==> src/rtl/bfsup_defines.svh <==
// Timing counts and code values for the buck fault supervisor
`ifndef BFSUP_DEFINES_SVH
`define BFSUP_DEFINES_SVH

// ----------------------------------------------------------------
// Clock and times
// ----------------------------------------------------------------
`define BFSUP_CLK_MHZ        250
`define BFSUP_START_DLY_US   20
`define BFSUP_OC_DLY_US      10
`define BFSUP_VF_DLY_US      2
// Least times round up: whole microseconds give exact counts
`define BFSUP_START_CYC      (`BFSUP_START_DLY_US * `BFSUP_CLK_MHZ)
`define BFSUP_OC_CYC         (`BFSUP_OC_DLY_US * `BFSUP_CLK_MHZ)
`define BFSUP_VF_CYC         (`BFSUP_VF_DLY_US * `BFSUP_CLK_MHZ)
`define BFSUP_CNT_W          13

// ----------------------------------------------------------------
// Power-good pull-down codes
// ----------------------------------------------------------------
`define BFSUP_PG_RELEASE     2'h0
`define BFSUP_PG_95_OHM      2'h1
`define BFSUP_PG_65_OHM      2'h2
`define BFSUP_PG_35_OHM      2'h3

`endif

==> src/rtl/bfsup_pkg.sv <==
// Types shared by the buck fault supervisor files
package bfsup_pkg;

  // Comparator results from the analog front end
  typedef struct packed {
    logic oc_above;      // Current sense above output sense
    logic fb_above_ovr;  // Feedback above ov_rising_threshold
    logic fb_below_ovf;  // Feedback below ov_falling_threshold
    logic fb_below_uv;   // Feedback below uv_threshold
    logic ot_hot;        // Over overtemp_rising_threshold, until hysteresis
    logic ss_taper;      // Soft-start current has tapered off
  } bfsup_cmp_t;

  // Fault status: latched faults and non-latching over-temperature state
  typedef struct packed {
    logic overcurrent_fault;
    logic overvoltage_fault;
    logic undervoltage_fault;
    logic overtemp_state;
  } bfsup_flt_t;

  // Sequencer states
  typedef enum logic [1:0] {
    BFSUP_OFF,
    BFSUP_DELAY,
    BFSUP_RAMP,
    BFSUP_RUN
  } bfsup_st_t;

endpackage

==> src/rtl/bfsup_debounce.sv <==
// Debounce filter: output high after input held high beyond a count
`timescale 1ns/1ps
module bfsup_debounce #(
  parameter int CNT_W = 13,
  parameter int COUNT = 500
) (
  // Clock and reset
  input  wire logic clk,
  input  wire logic rst_b,
  // Condition and filtered result
  input  wire logic cond,
  output logic      hit
);

  logic [CNT_W-1:0] cnt_ff;
  localparam logic [CNT_W-1:0] LIMIT = CNT_W'(COUNT);

  // -----------------------------------------------------------
  // Counter restarts when the condition drops
  // -----------------------------------------------------------
  always_ff @(posedge clk or negedge rst_b) begin
    if (!rst_b) begin
      cnt_ff <= '0;
    end else if (!cond) begin
      cnt_ff <= '0;
    end else if (cnt_ff != LIMIT) begin
      cnt_ff <= cnt_ff + 1'b1;
    end
  end

  // Registered hit, one cycle past the full count
  always_ff @(posedge clk or negedge rst_b) begin
    if (!rst_b) begin
      hit <= 1'b0;
    end else begin
      hit <= cond && (cnt_ff == LIMIT);
    end
  end

endmodule // bfsup_debounce

==> src/rtl/bfsup_supervisor.sv <==
// Buck fault supervisor: start sequence, power-good code, fault latches
`timescale 1ns/1ps
`include "bfsup_defines.svh"

module bfsup_supervisor #(
  parameter int START_CYC = `BFSUP_START_CYC,
  parameter int OC_CYC    = `BFSUP_OC_CYC,
  parameter int VF_CYC    = `BFSUP_VF_CYC
) (
  // Clock and reset
  input  wire logic              clk,
  input  wire logic              rst_b,
  // Supply and enable levels
  input  wire logic              por_ok,
  input  wire logic              enable_in,
  // Analog comparator results
  input  wire bfsup_pkg::bfsup_cmp_t cmp_in,
  // PWM requests from the modulator
  input  wire logic              pwm_high_req,
  input  wire logic              pwm_low_req,
  // Reference control
  output logic                   setpoint_ref_clamp,
  output logic                   ref_amp_enable,
  output logic                   ramp_start,
  // Gate permissions
  output logic                   high_side_gate,
  output logic                   low_side_gate,
  // Status
  output logic [1:0]             power_good_out,
  output logic                   soft_start_done_flag,
  output logic                   diode_emulation_mode,
  output bfsup_pkg::bfsup_flt_t  fault_status
);
  import bfsup_pkg::*;

  // ----------------------------------------------------------------
  // Declarations
  // ----------------------------------------------------------------
  bfsup_cmp_t       cmp_meta_ff;
  bfsup_cmp_t       cmp_sync_ff;
  logic             active;
  logic             en_clear;
  logic             oc_hit;
  logic             ovr_hit;
  logic             ovf_hit;
  logic             uv_hit;
  logic             dly_hit;
  bfsup_st_t        st_ff;
  bfsup_st_t        nxt_st;
  logic             oc_ff;
  logic             ov_ff;
  logic             uv_ff;
  logic             ot_ff;
  logic             ov_low_side_gate_ff;
  logic             latched_off;
  logic             ramping;

  // Shared decode: a fault code for a fault set
  function automatic logic [1:0] pg_code(input logic oc, input logic ov,
                                         input logic uv, input logic run);
    if (oc) begin
      pg_code = `BFSUP_PG_35_OHM;
    end else if (ov) begin
      pg_code = `BFSUP_PG_65_OHM;
    end else if (uv || !run) begin
      pg_code = `BFSUP_PG_95_OHM;
    end else begin
      pg_code = `BFSUP_PG_RELEASE;
    end
  endfunction

  // ----------------------------------------------------------------
  // Comparator synchroniser
  // ----------------------------------------------------------------
  // Two flops; only the second stage is used downstream
  always_ff @(posedge clk or negedge rst_b) begin
    if (!rst_b) begin
      cmp_meta_ff <= '0;
      cmp_sync_ff <= '0;
    end else begin
      cmp_meta_ff <= cmp_in;
      cmp_sync_ff <= cmp_meta_ff;
    end
  end

  assign active   = por_ok && enable_in;
  assign en_clear = !por_ok || !enable_in;

  // ----------------------------------------------------------------
  // Debounce filters
  // ----------------------------------------------------------------
  bfsup_debounce #(.CNT_W(`BFSUP_CNT_W), .COUNT(START_CYC)) u_dly (
    .clk   (clk),
    .rst_b (rst_b),
    .cond  (active && st_ff == BFSUP_DELAY),
    .hit   (dly_hit)
  );
  bfsup_debounce #(.CNT_W(`BFSUP_CNT_W), .COUNT(OC_CYC)) u_oc (
    .clk   (clk),
    .rst_b (rst_b),
    .cond  (cmp_sync_ff.oc_above),
    .hit   (oc_hit)
  );
  bfsup_debounce #(.CNT_W(`BFSUP_CNT_W), .COUNT(VF_CYC)) u_ovr (
    .clk   (clk),
    .rst_b (rst_b),
    .cond  (cmp_sync_ff.fb_above_ovr),
    .hit   (ovr_hit)
  );
  bfsup_debounce #(.CNT_W(`BFSUP_CNT_W), .COUNT(VF_CYC)) u_ovf (
    .clk   (clk),
    .rst_b (rst_b),
    .cond  (cmp_sync_ff.fb_below_ovf),
    .hit   (ovf_hit)
  );
  bfsup_debounce #(.CNT_W(`BFSUP_CNT_W), .COUNT(VF_CYC)) u_uv (
    .clk   (clk),
    .rst_b (rst_b),
    .cond  (cmp_sync_ff.fb_below_uv),
    .hit   (uv_hit)
  );

  // ----------------------------------------------------------------
  // Start sequencer
  // ----------------------------------------------------------------
  always_comb begin
    nxt_st = st_ff;
    case (st_ff)
      BFSUP_OFF: begin
        if (active) begin
          nxt_st = BFSUP_DELAY;
        end
      end
      BFSUP_DELAY: begin
        if (dly_hit) begin
          nxt_st = BFSUP_RAMP;
        end
      end
      BFSUP_RAMP: begin
        if (cmp_sync_ff.ss_taper) begin
          nxt_st = BFSUP_RUN;
        end
      end
      BFSUP_RUN: begin
        nxt_st = BFSUP_RUN;
      end
      default: begin
        nxt_st = BFSUP_OFF;
      end
    endcase
    if (!active) begin
      nxt_st = BFSUP_OFF;
    end
  end

  // State register
  always_ff @(posedge clk or negedge rst_b) begin
    if (!rst_b) begin
      st_ff <= BFSUP_OFF;
    end else begin
      st_ff <= nxt_st;
    end
  end

  // Reference control outputs
  always_ff @(posedge clk or negedge rst_b) begin
    if (!rst_b) begin
      setpoint_ref_clamp <= 1'b1;
      ref_amp_enable     <= 1'b0;
      ramp_start         <= 1'b0;
    end else begin
      setpoint_ref_clamp <= (nxt_st == BFSUP_OFF);
      ref_amp_enable     <= (nxt_st != BFSUP_OFF);
      ramp_start         <= (nxt_st == BFSUP_RAMP) || (nxt_st == BFSUP_RUN);
    end
  end

  // ----------------------------------------------------------------
  // Fault latches, non-latching over-temperature state, OV low-side toggle
  // ----------------------------------------------------------------
  // Overcurrent: set wins over clear
  always_ff @(posedge clk or negedge rst_b) begin
    if (!rst_b) begin
      oc_ff <= 1'b0;
    end else if (oc_hit && por_ok) begin
      oc_ff <= 1'b1;
    end else if (en_clear) begin
      oc_ff <= 1'b0;
    end
  end

  // Overvoltage: only supply reset clears
  always_ff @(posedge clk or negedge rst_b) begin
    if (!rst_b) begin
      ov_ff <= 1'b0;
    end else if (ovr_hit && por_ok) begin
      ov_ff <= 1'b1;
    end else if (!por_ok) begin
      ov_ff <= 1'b0;
    end
  end

  // Undervoltage: only while converter is enabled
  always_ff @(posedge clk or negedge rst_b) begin
    if (!rst_b) begin
      uv_ff <= 1'b0;
    end else if (uv_hit && active && st_ff == BFSUP_RUN) begin
      uv_ff <= 1'b1;
    end else if (en_clear) begin
      uv_ff <= 1'b0;
    end
  end

  // Over-temperature: non-latching, follows comparator hysteresis
  always_ff @(posedge clk or negedge rst_b) begin
    if (!rst_b) begin
      ot_ff <= 1'b0;
    end else if (en_clear) begin
      ot_ff <= 1'b0;
    end else begin
      ot_ff <= cmp_sync_ff.ot_hot;
    end
  end

  // Low-side discharge toggle while OV latched
  always_ff @(posedge clk or negedge rst_b) begin
    if (!rst_b) begin
      ov_low_side_gate_ff <= 1'b0;
    end else if (!ov_ff) begin
      ov_low_side_gate_ff <= 1'b0;
    end else if (ovr_hit) begin
      ov_low_side_gate_ff <= 1'b1;
    end else if (ovf_hit) begin
      ov_low_side_gate_ff <= 1'b0;
    end
  end

  assign latched_off = oc_ff || ov_ff || uv_ff;
  assign ramping     = (st_ff == BFSUP_RAMP) || (st_ff == BFSUP_RUN);

  // ----------------------------------------------------------------
  // Gate permissions
  // ----------------------------------------------------------------
  always_ff @(posedge clk or negedge rst_b) begin
    if (!rst_b) begin
      high_side_gate <= 1'b0;
      low_side_gate  <= 1'b0;
    end else if (ov_ff) begin
      high_side_gate <= 1'b0;
      low_side_gate  <= ov_low_side_gate_ff;
    end else if (latched_off || ot_ff || !ramping || !active) begin
      high_side_gate <= 1'b0;
      low_side_gate  <= 1'b0;
    end else begin
      high_side_gate <= pwm_high_req && !pwm_low_req;
      low_side_gate  <= pwm_low_req && !pwm_high_req;
    end
  end

  // ----------------------------------------------------------------
  // Power-good code and status
  // ----------------------------------------------------------------
  // Over-temperature is not an input to the code
  always_ff @(posedge clk or negedge rst_b) begin
    if (!rst_b) begin
      power_good_out       <= `BFSUP_PG_95_OHM;
      soft_start_done_flag <= 1'b0;
      diode_emulation_mode <= 1'b0;
    end else begin
      // Priority: overcurrent, overvoltage, then undervoltage or start
      power_good_out       <= pg_code(oc_ff, ov_ff, uv_ff,
                                      st_ff == BFSUP_RUN);
      soft_start_done_flag <= (st_ff == BFSUP_RUN);
      diode_emulation_mode <= (st_ff == BFSUP_RUN) && !latched_off;
    end
  end

  assign fault_status = '{overcurrent_fault:  oc_ff,
                          overvoltage_fault:  ov_ff,
                          undervoltage_fault: uv_ff,
                          overtemp_state:     ot_ff};
endmodule // bfsup_supervisor

==> config.mk <==
export PLATFORM = sky130hd
export DESIGN_NAME = bfsup_supervisor
export DESIGN_NICKNAME = d
export VERILOG_FILES = /design/src/rtl/bfsup_pkg.sv /design/src/rtl/bfsup_debounce.sv /design/src/rtl/bfsup_supervisor.sv
export VERILOG_INCLUDE_DIRS = /design/src /design/src/rtl
export SDC_FILE = /design/constraint.sdc
export NUM_CORES = 1
export LEC_CHECK = 0
export BUFFER_PORTS_ARGS = -buffer_cell sky130_fd_sc_hd__buf_4
export CAP_MARGIN = 15
export CORE_ASPECT_RATIO = 1.4
export CORE_UTILIZATION = 30
export DETAILED_ROUTE_END_ITERATION = 12
export GPL_TIMING_DRIVEN = 0
export PLACE_DENSITY = 0.53
export SYNTH_ARGS = -nofsm -noshare
export SYNTH_HDL_FRONTEND = slang
export SYNTH_SLANG_ARGS = --single-unit
==> constraint.sdc <==
create_clock -name clk -period 5.9 [get_ports clk]
set_input_delay 1.18 -clock clk [delete_from_list [all_inputs] [get_ports clk]]
set_output_delay 1.18 -clock clk [all_outputs]
set_load 0.02 [all_outputs]
[Word level (Yosys, flattened, before mapping)]
Cells that the tools add are included.
W data, S select, Z words.
Storage, ports and cells
  logic and storage cells: 129
  output and inout port bits: 13
  input bits: 12
  bits in registers: 98
Operators by class
  muxes and demuxes: 30
  reductions and logical operators: 36
  $add $sub $neg: 5
  equal/unequal tests: 22
Operators by type and width (count)
  $mux W13: 10
  $add A13 B1 Y13 const B: 5
  $eq A13 B9 Y1 const B: 3
  $ne A13 B9 Y1 const B: 3
  $logic_and A1 B1 Y1: 14
  $mux W1: 14
  $eq A13 B12 Y1 const B: 1
  $eq A13 B13 Y1 const B: 1
  $ne A13 B12 Y1 const B: 1
  $ne A13 B13 Y1 const B: 1
  $mux W2: 5
  $ne A2 B1 Y1 const B: 5
  $logic_or A1 B1 Y1: 9
  $eq A2 B2 Y1 const B: 4
  $logic_not A1 Y1: 8
  $pmux W2 S4: 1
  $reduce_bool A2 Y1: 3
  $logic_not A2 Y1: 2
  $ne A3 B1 Y1 const B: 1
  $eq A2 B1 Y1 const B: 1
  $ne A2 B2 Y1 const B: 1

[Logic depth before layout (Yosys ltp)]
Gate-level depths: netlist of the first run.
  word-level depth: 7
  gate-level depth with buffers: 7
  depth with buffers taken out: 6

[Modules after synthesis]
From an unflattened synthesis of the first run, not the netlist that was laid out.
Second synthesis, totals
  cells, all modules: 440
  area, all modules: 4625.7 µm²
Modules (own cells, without submodules)
  bfsup_debounce at u_ovf ...: area an instance 730.7 µm², cells each 76, times used 3, seq. area each 350.3 µm²
  bfsup_supervisor: area an instance 922.1 µm², cells each 61, times used 1, seq. area each 703.2 µm²
  bfsup_debounce at u_oc: area an instance 780.7 µm², cells each 77, times used 1, seq. area each 350.3 µm²
  bfsup_debounce at u_dly: area an instance 730.7 µm², cells each 74, times used 1, seq. area each 350.3 µm²

[Worst setup path before layout of the first run]
Ideal clock, no wire load.
  path type: input to register
  start: input por_ok
  end: register u_dly.cnt_ff[0]
  data arrival time: 1.861 ns
  data required time: 5.768 ns
  buffers on the path: 1
  cell stages on the path: 5
  slack: 3.907 ns
  setup time: 0.132 ns
  cells stage by stage: nand2_1 > inv_1 > nand3b_1 > clkbuf_1 > nor2_1
Between the ends
  word-level cells in the longest chain between the ends: 3
  elaborated cells on any way between the ends: 4
  classes of those cells: eq/ne: 1; mux: 1; reduce/logical: 2
RTL lines
  start: declaration: line bfsup_supervisor.sv:14  | input wire logic por_ok,
  $logic_and A1 B1 Y1 *: line bfsup_supervisor.sv:86  | assign active = por_ok && enable_in;
  $logic_and A1 B1 Y1 *: line bfsup_supervisor.sv:95  | .cond (active && st_ff == BFSUP_DELAY),
  $ne A2 B2 Y1 (no line) or $mux W13 (tied branches)
  end signal: assignment: line bfsup_debounce.sv:27  | cnt_ff <= cnt_ff + 1'b1;
  end: declaration: line bfsup_debounce.sv:15  | logic [CNT_W-1:0] cnt_ff;
Every way passes the cells marked *; elsewhere a longest branch is shown, timed or not.
A chain may end at the register's enable or synchronous reset.

[Worst setup path after layout of the first run]
  start: register ov_ff
  end: output fault_status[2] in the netlist's numbering
RTL lines
  start: declaration: line bfsup_supervisor.sv:51  | logic ov_ff;
  start signal: assignment: line bfsup_supervisor.sv:195  | ov_ff <= 1'b0;
  start signal: assignment: line bfsup_supervisor.sv:197  | ov_ff <= 1'b1;
  start signal: assignment: line bfsup_supervisor.sv:199  | ov_ff <= 1'b0;
  end: declaration: line bfsup_supervisor.sv:32  | output bfsup_pkg::bfsup_flt_t fault_status
No word-level cell between the ends.

==> flow_summary.yaml, run 1 <==
status:
  status: "finished clean"
critical_path:
  cp_data_arrival_time_ps: 1090
  path_max_fanout: 6
  setup.worst_path.end_class: "primary output"
  startpoint: "ov_ff$_DFFE_PN0P_"
  worstSetupPathType: "flip-flop to primary output"
  worstPathRequired_ps: 4720
  r2r_start: "u_ovr.cnt_ff[0]$_DFFE_PN0N_"
  rrSetupSlack_ps: 3890
  cp-start-kind: "flip-flop"
timing:
  setup_violations: 0
  fin_crit_ps: 2270
  drv_slew: 0
  slew_headroom_pct: 66.08
  grt_setup_unrepaired: "false"
  fin_setup_tns_ps: 0
  clock_skew_ps: 9.165
  finalCritPeriodShare_pct: 38.48
  max_freq_mhz: 440.5
  worstMarginPinSlew_ps: 501.8
  hold_viol: 0
routing:
  antenna_left: 0
  drt_pass1_iterations: 4
  wl_met1_um: 3734
  drc: 0
  wl_met3_um: 224
  vias_per_cell: 4.724
  avgRoutedWirePerCell_um: 12.49
  drt_iter0_markers: 79
  highest_layer: "met4"
  vias: 3028
  wl_met2_um: 3916
  wl_um: 8006
place:
  port_buffers: 24
  dp_hpwl_um: 5585
  routabilityCongestion: 0.7572
grt:
  track_usage_pct: 11.55
  grt_pass1_vias: 3057
  grt_pass1_wl_um: 14160
  antenna_found_initial: 0
  grt_max_degree: 73
  grt_overflow_total: 0
final_layout:
  n_antenna_cell: 0
  final_core_util_pct: 35.76
  layout-drive-gt1-share_pct: 11.28
  multi_input_comb_area_um2: 1856
  layout.nets: 469
  area_growth_pct: 16.35
  final-seq-area_um2: 2455
  fill_cells: 1456
power_and_ir_drop:
  ir_worst_vdd_mv: 0.1296
  power_density_nw_per_um2: 254.4
  p_leak_nw: 2.296
die:
  die_height_um: 145.9
  rows: 52
  die_area_um2: 15290
  core-area_um2: 14440
  io_pins: 25
  die_w_um: 104.8
  start_util_pct: 30.73
logic_synthesis:
  ys_ff_latch: 98
  synth_ff_type: "dfrtp_1"
  seq_area_frac_synth_pct: 55.30
  synth_edf_count: 0
  synth_largest_area_cell: "dfrtp_1"
  synth_cell_types: 43
  yosys_warnings: 0
  synth_cells: 411
  synth.most_common_cell: "dfrtp_1"
  async_flop_share_pct: 100.0
  yosys-top-cells-area: "dfrtp_1 54%, xnor2_1 4.7%, and2_1 3.8%, xor2_1 3.4%, ha_1 2.8%"
  synthTopCellsByCount: "96 x dfrtp_1, 28 x nor2_1, 27 x and2_1, 24 x nand2_1, 24 x xnor2_1"
  syn_nets: 433
  synth_top_area_share_pct: 54.11
  synth.cell_area_um2: 4439
  syn_avg_cell_area_um2: 10.80
clock_tree:
  cts_buffers: 9
  post_cts_resized: 0
  clkTransAtPathRegs_ps: 60
  cts_hold_buf: 0
  postCtsSetupRepairBufs: 0
  clockRootBuffer: "clkbuf_16"
  h-tree-depth: 3
  cts.sinks: 98
  cts_tree: "built"
  clk_latency_ps: 340
  clk_path_buf_depth: 2
flow_run:
  cap_violations: 0
hold_path:
  hp-start: "cmp_meta_ff[4]$_DFF_PN0_"
  hp-class: "flip-flop to flip-flop"
==> layout make-up <==
class	count	share of cell area, %
clock inverter	4	0.8721
multi-input combinational	283	35.93
buffer	11	1.114
timing repair buffer	25	4.021
tap	189	4.578
inverter	19	1.381
clock buffer	12	4.578
sequential	98	47.53
==> sequential cells by signal, summed over array words and instances, names as in the netlist, 2 cells and up <==
register	cells
u_ovf.cnt_ff	13
u_ovr.cnt_ff	13
u_oc.cnt_ff	13
st_ff	2
cmp_sync_ff	6
power_good_out	2
u_dly.cnt_ff	13
u_uv.cnt_ff	13
cmp_meta_ff	6
==> per-stage QoR <==
stage / cells / hold slack, ps / cell area, um2 / setup WS (ps) / power [mW]
global placement: 624 / 333.2 / 4856 / 3355 / 0.7629
floorplan: 411 / 331.2 / 4439 / 3907 / 0.7327
global route: 641 / 361.6 / 5165 / 3588 / 1.368
CTS: 641 / 349.4 / 5165 / 3611 / 1.341
detailed placement: 625 / 334.7 / 4883 / 3328 / 0.7674
finish: 641 / 347.1 / 5165 / 3630 / 1.314
==> report_power, final <==
group	switching, mW	leakage (nW)	internal [mW]
Clock	0.234	0.140	0.327
Sequential	0.0117	1.32	0.684
Combinational	0.0341	0.834	0.0227
==> worst max-delay path: stages (launching register included) <==
cell and delay, ps:
dfrtp_1 440, buf_4 170, buf_4 150
==> kinds of logic (layout without fill, tap and decap cells) <==
family / count (synthesis) / after routing / share of synthesized area [%]
AOI/OAI and AO/OA: 42 / 42 / 5.806
xor gates and xnor gates: 41 / 41 / 8.089
adders and majority gates: 10 / 10 / 2.818
buffers and inverters: 30 / 71 / 2.903
DFF: 98 / 98 / 55.30
muxes: 6 / 6 / 1.353
and+or+nand+nor: 184 / 184 / 23.73
==> metal layers <==
metal | global-route usage, % | up-vias
met5 | 0 | -
met4 | 5.704 | 0
met3 | 1.836 | 10
met2 | 19.34 | 45
li1 | - | 1488
met1 | 14.44 | 1485
==> final timing paths <==
path,cells past startpoint,endpoint
hold / removal,0,cmp_sync_ff[4]$_DFF_PN0_
max in group asynchronous,2,setpoint_ref_clamp$_DFF_PN1_
min in group asynchronous,1,u_ovr.cnt_ff[4]$_DFFE_PN0N_
hold reg to reg,0,cmp_sync_ff[4]$_DFF_PN0_
setup reg to reg,6,u_ovr.cnt_ff[1]$_DFFE_PN0N_
setup / recovery,2,fault_status[2]
==> cells in the final DEF (no fill, tap or decap), types with 5 or more instances in the layout <==
master / instances
and4_1: 5
a21oi_1: 10
dfrtp_1: 96
inv_1: 19
nor4_1: 8
o21ai_0: 14
nand2b_1: 5
clkbuf_1: 9
xor2_1: 17
ha_1: 10
nand3_1: 21
and3_1: 5
xnor2_1: 24
or3_1: 11
nor2_1: 28
and2_1: 27
clkbuf_16: 9
nor3_1: 12
nand2_1: 24
nand4_1: 13
buf_4: 28
a21boi_0: 7
nor2b_1: 7
mux2i_1: 6
Power figures use the tool's default switching activity.
==> run 2, diff against run 1 <==
--- a/config.mk
+++ b/config.mk
@@ -12,7 +12,7 @@
 export CORE_UTILIZATION = 30
 export DETAILED_ROUTE_END_ITERATION = 12
 export GPL_TIMING_DRIVEN = 0
-export PLACE_DENSITY = 0.53
+export PLACE_DENSITY = 0.55
 export SYNTH_ARGS = -nofsm -noshare
 export SYNTH_HDL_FRONTEND = slang
 export SYNTH_SLANG_ARGS = --single-unit
==> constraint.sdc (replaced) <==
create_clock -name clk -period 1.85 [get_ports clk]
set_input_delay 0.37 -clock clk [delete_from_list [all_inputs] [get_ports clk]]
set_output_delay 0.37 -clock clk [all_outputs]
set_load 0.02 [all_outputs]
==> flow_summary.yaml, run 2 (synthesized netlist as in run 1, its figures left out) <==
place:
  dp.cells: 625
  routabilityCongestion: 0.7891
  pre_cts_ws_ps: -142.3
  dp_hpwl_um: 5557
  port_buffers: 24
  placed_area_um2: 4883
routing:
  avgRoutedWirePerCell_um: 12.45
  vias_per_cell: 4.677
  antenna_left: 0
  wl_um: 8068
  vias: 3031
  drc: 0
  drt_iter0_markers: 131
  drt_pass1_iterations: 4
grt:
  grt_pass1_vias: 3121
  grt_overflow_total: 0
  track_usage_pct: 11.58
  antenna_found_initial: 0
  grt_max_degree: 55
  grt_pass1_wl_um: 14350
hold_path:
  hp-class: "primary input to async pin"
power_and_ir_drop:
  ir_worst_vdd_mv: 0.4517
  total_power_mw: 4.444
  p_leak_nw: 2.362
  power_density_nw_per_um2: 839.8
timing:
  max_freq_mhz: 566.9
  grt_setup_unrepaired: "true"
  drv_slew: 0
  clock_skew_ps: 6.806
  slew_headroom_pct: 60.28
  fin_ws_ps: 86.00
  fin_crit_ps: 1764
  finalCritPeriodShare_pct: 95.35
  hold_viol: 0
  timing.hold.ws_ps: 29.74
  worstMarginPinSlew_ps: 595.8
  fin_setup_tns_ps: 0
  setup_violations: 0
final_layout:
  layout-drive-gt1-share_pct: 13.94
  n_antenna_cell: 0
  final_common_cell: "dfrtp_1"
  final_core_util_pct: 36.63
  layout_common_cells: "96 x dfrtp_1, 36 x buf_4, 28 x nor2_1"
  layout.nets: 476
  area_growth_pct: 19.19
  stdcell_count: 648
  postLayoutCellArea_um2: 5291
critical_path:
  cp-start-kind: "flip-flop"
  startpoint: "u_ovr.cnt_ff[0]$_DFFE_PN0N_"
  r2r_start: "u_ovr.cnt_ff[0]$_DFFE_PN0N_"
  cp_cell_sequence: "inv_1 -> ha_1 -> or4b_4 -> nor4_4 -> buf_4 -> mux2i_1 -> nor2b_1"
  path_max_fanout: 5
  cpPeakStageDelay_ps: 470
  cp_data_arrival_time_ps: 1990
  worstSetupPathType: "flip-flop to flip-flop"
  setup.worst_path.end_class: "flip-flop"
  critical_path.slowest_cell: "or4b_4"
  worstPathRequired_ps: 2080
clock_tree:
  cts.sinks: 98
  clk_latency_ps: 340
  clk_path_buf_depth: 2
  h-tree-depth: 3
  cts_buffers: 9
  clkTransAtPathRegs_ps: 60
  clockRootBuffer: "clkbuf_16"
  cts_tree: "built"
flow_run:
  cap_violations: 0
die:
  die_area_um2: 15290
  core-area_um2: 14440
  die_height_um: 145.9
  die_w_um: 104.8
  rows: 52
  io_pins: 25
  start_util_pct: 30.73
status:
  status: "finished clean"
==> run 2: where the power goes <==
part | switching (mW) | leakage [nW] | internal (mW)
clock network | 0.804 | 0.156 | 1.23
logic | 0.110 | 0.883 | 0.0821
registers | 0.0362 | 1.32 | 2.18
total | 0.951 | 2.36 | 3.49
==> run 2: worst paths after layout <==
check / to / slack, ps / depth (start not counted)
setup reg to reg: u_ovr.cnt_ff[1]$_DFFE_PN0N_ / 90 / 7
min in group clk: cmp_meta_ff[4]$_DFF_PN0_ / 130 / 1
hold reg to reg: cmp_sync_ff[4]$_DFF_PN0_ / 350 / 0
max in group asynchronous: setpoint_ref_clamp$_DFF_PN1_ / 1110 / 2
setup / recovery: u_ovr.cnt_ff[1]$_DFFE_PN0N_ / 90 / 7
hold / removal: cmp_meta_ff[4]$_DFF_PN0_ / 30 / 1
==> run 2: layout make-up <==
| type | count | area (um2) |
|---|---|---|
| well taps | 189 | 236.5 |
| fillers | 1459 | 9153 |
| repair buffers | 33 | 267.8 |
| multi-input cells | 283 | 1881 |
| inverters | 19 | 71.32 |
| flip-flops and latches | 98 | 2455 |
| clock inverters | 5 | 85.08 |
| clock buffers | 11 | 242.7 |
| plain buffers | 10 | 52.55 |
==> run 2: routing by layer <==
layer	wire [um]	GRT usage, %	part of all wire, %
met5	0	0	0
met1	3601	13.96	45
met4	112	3.662	1.4
met3	325	3.717	4.0
met2	4029	19.54	50
==> run 2: worst max-delay path, delay by kind of cell, from the launching register on <==
| family | cells | cell delay (ps) |
|---|---|---|
| and+or+nand+nor | 3 | 680 |
| DFF | 1 | 410 |
| muxes | 1 | 180 |
| adders and majority gates | 1 | 140 |
| buffers and inverters | 2 | 250 |
==> run 2: repair_timing <==
item                                    4_1_cts  5_1_grt
buffers inserted                              5        3
resized for setup                             5        2
cloned                                        0        0
endpoints found under the setup margin        9        8
hold buffers                                  0        0
pin swaps                                     3        2
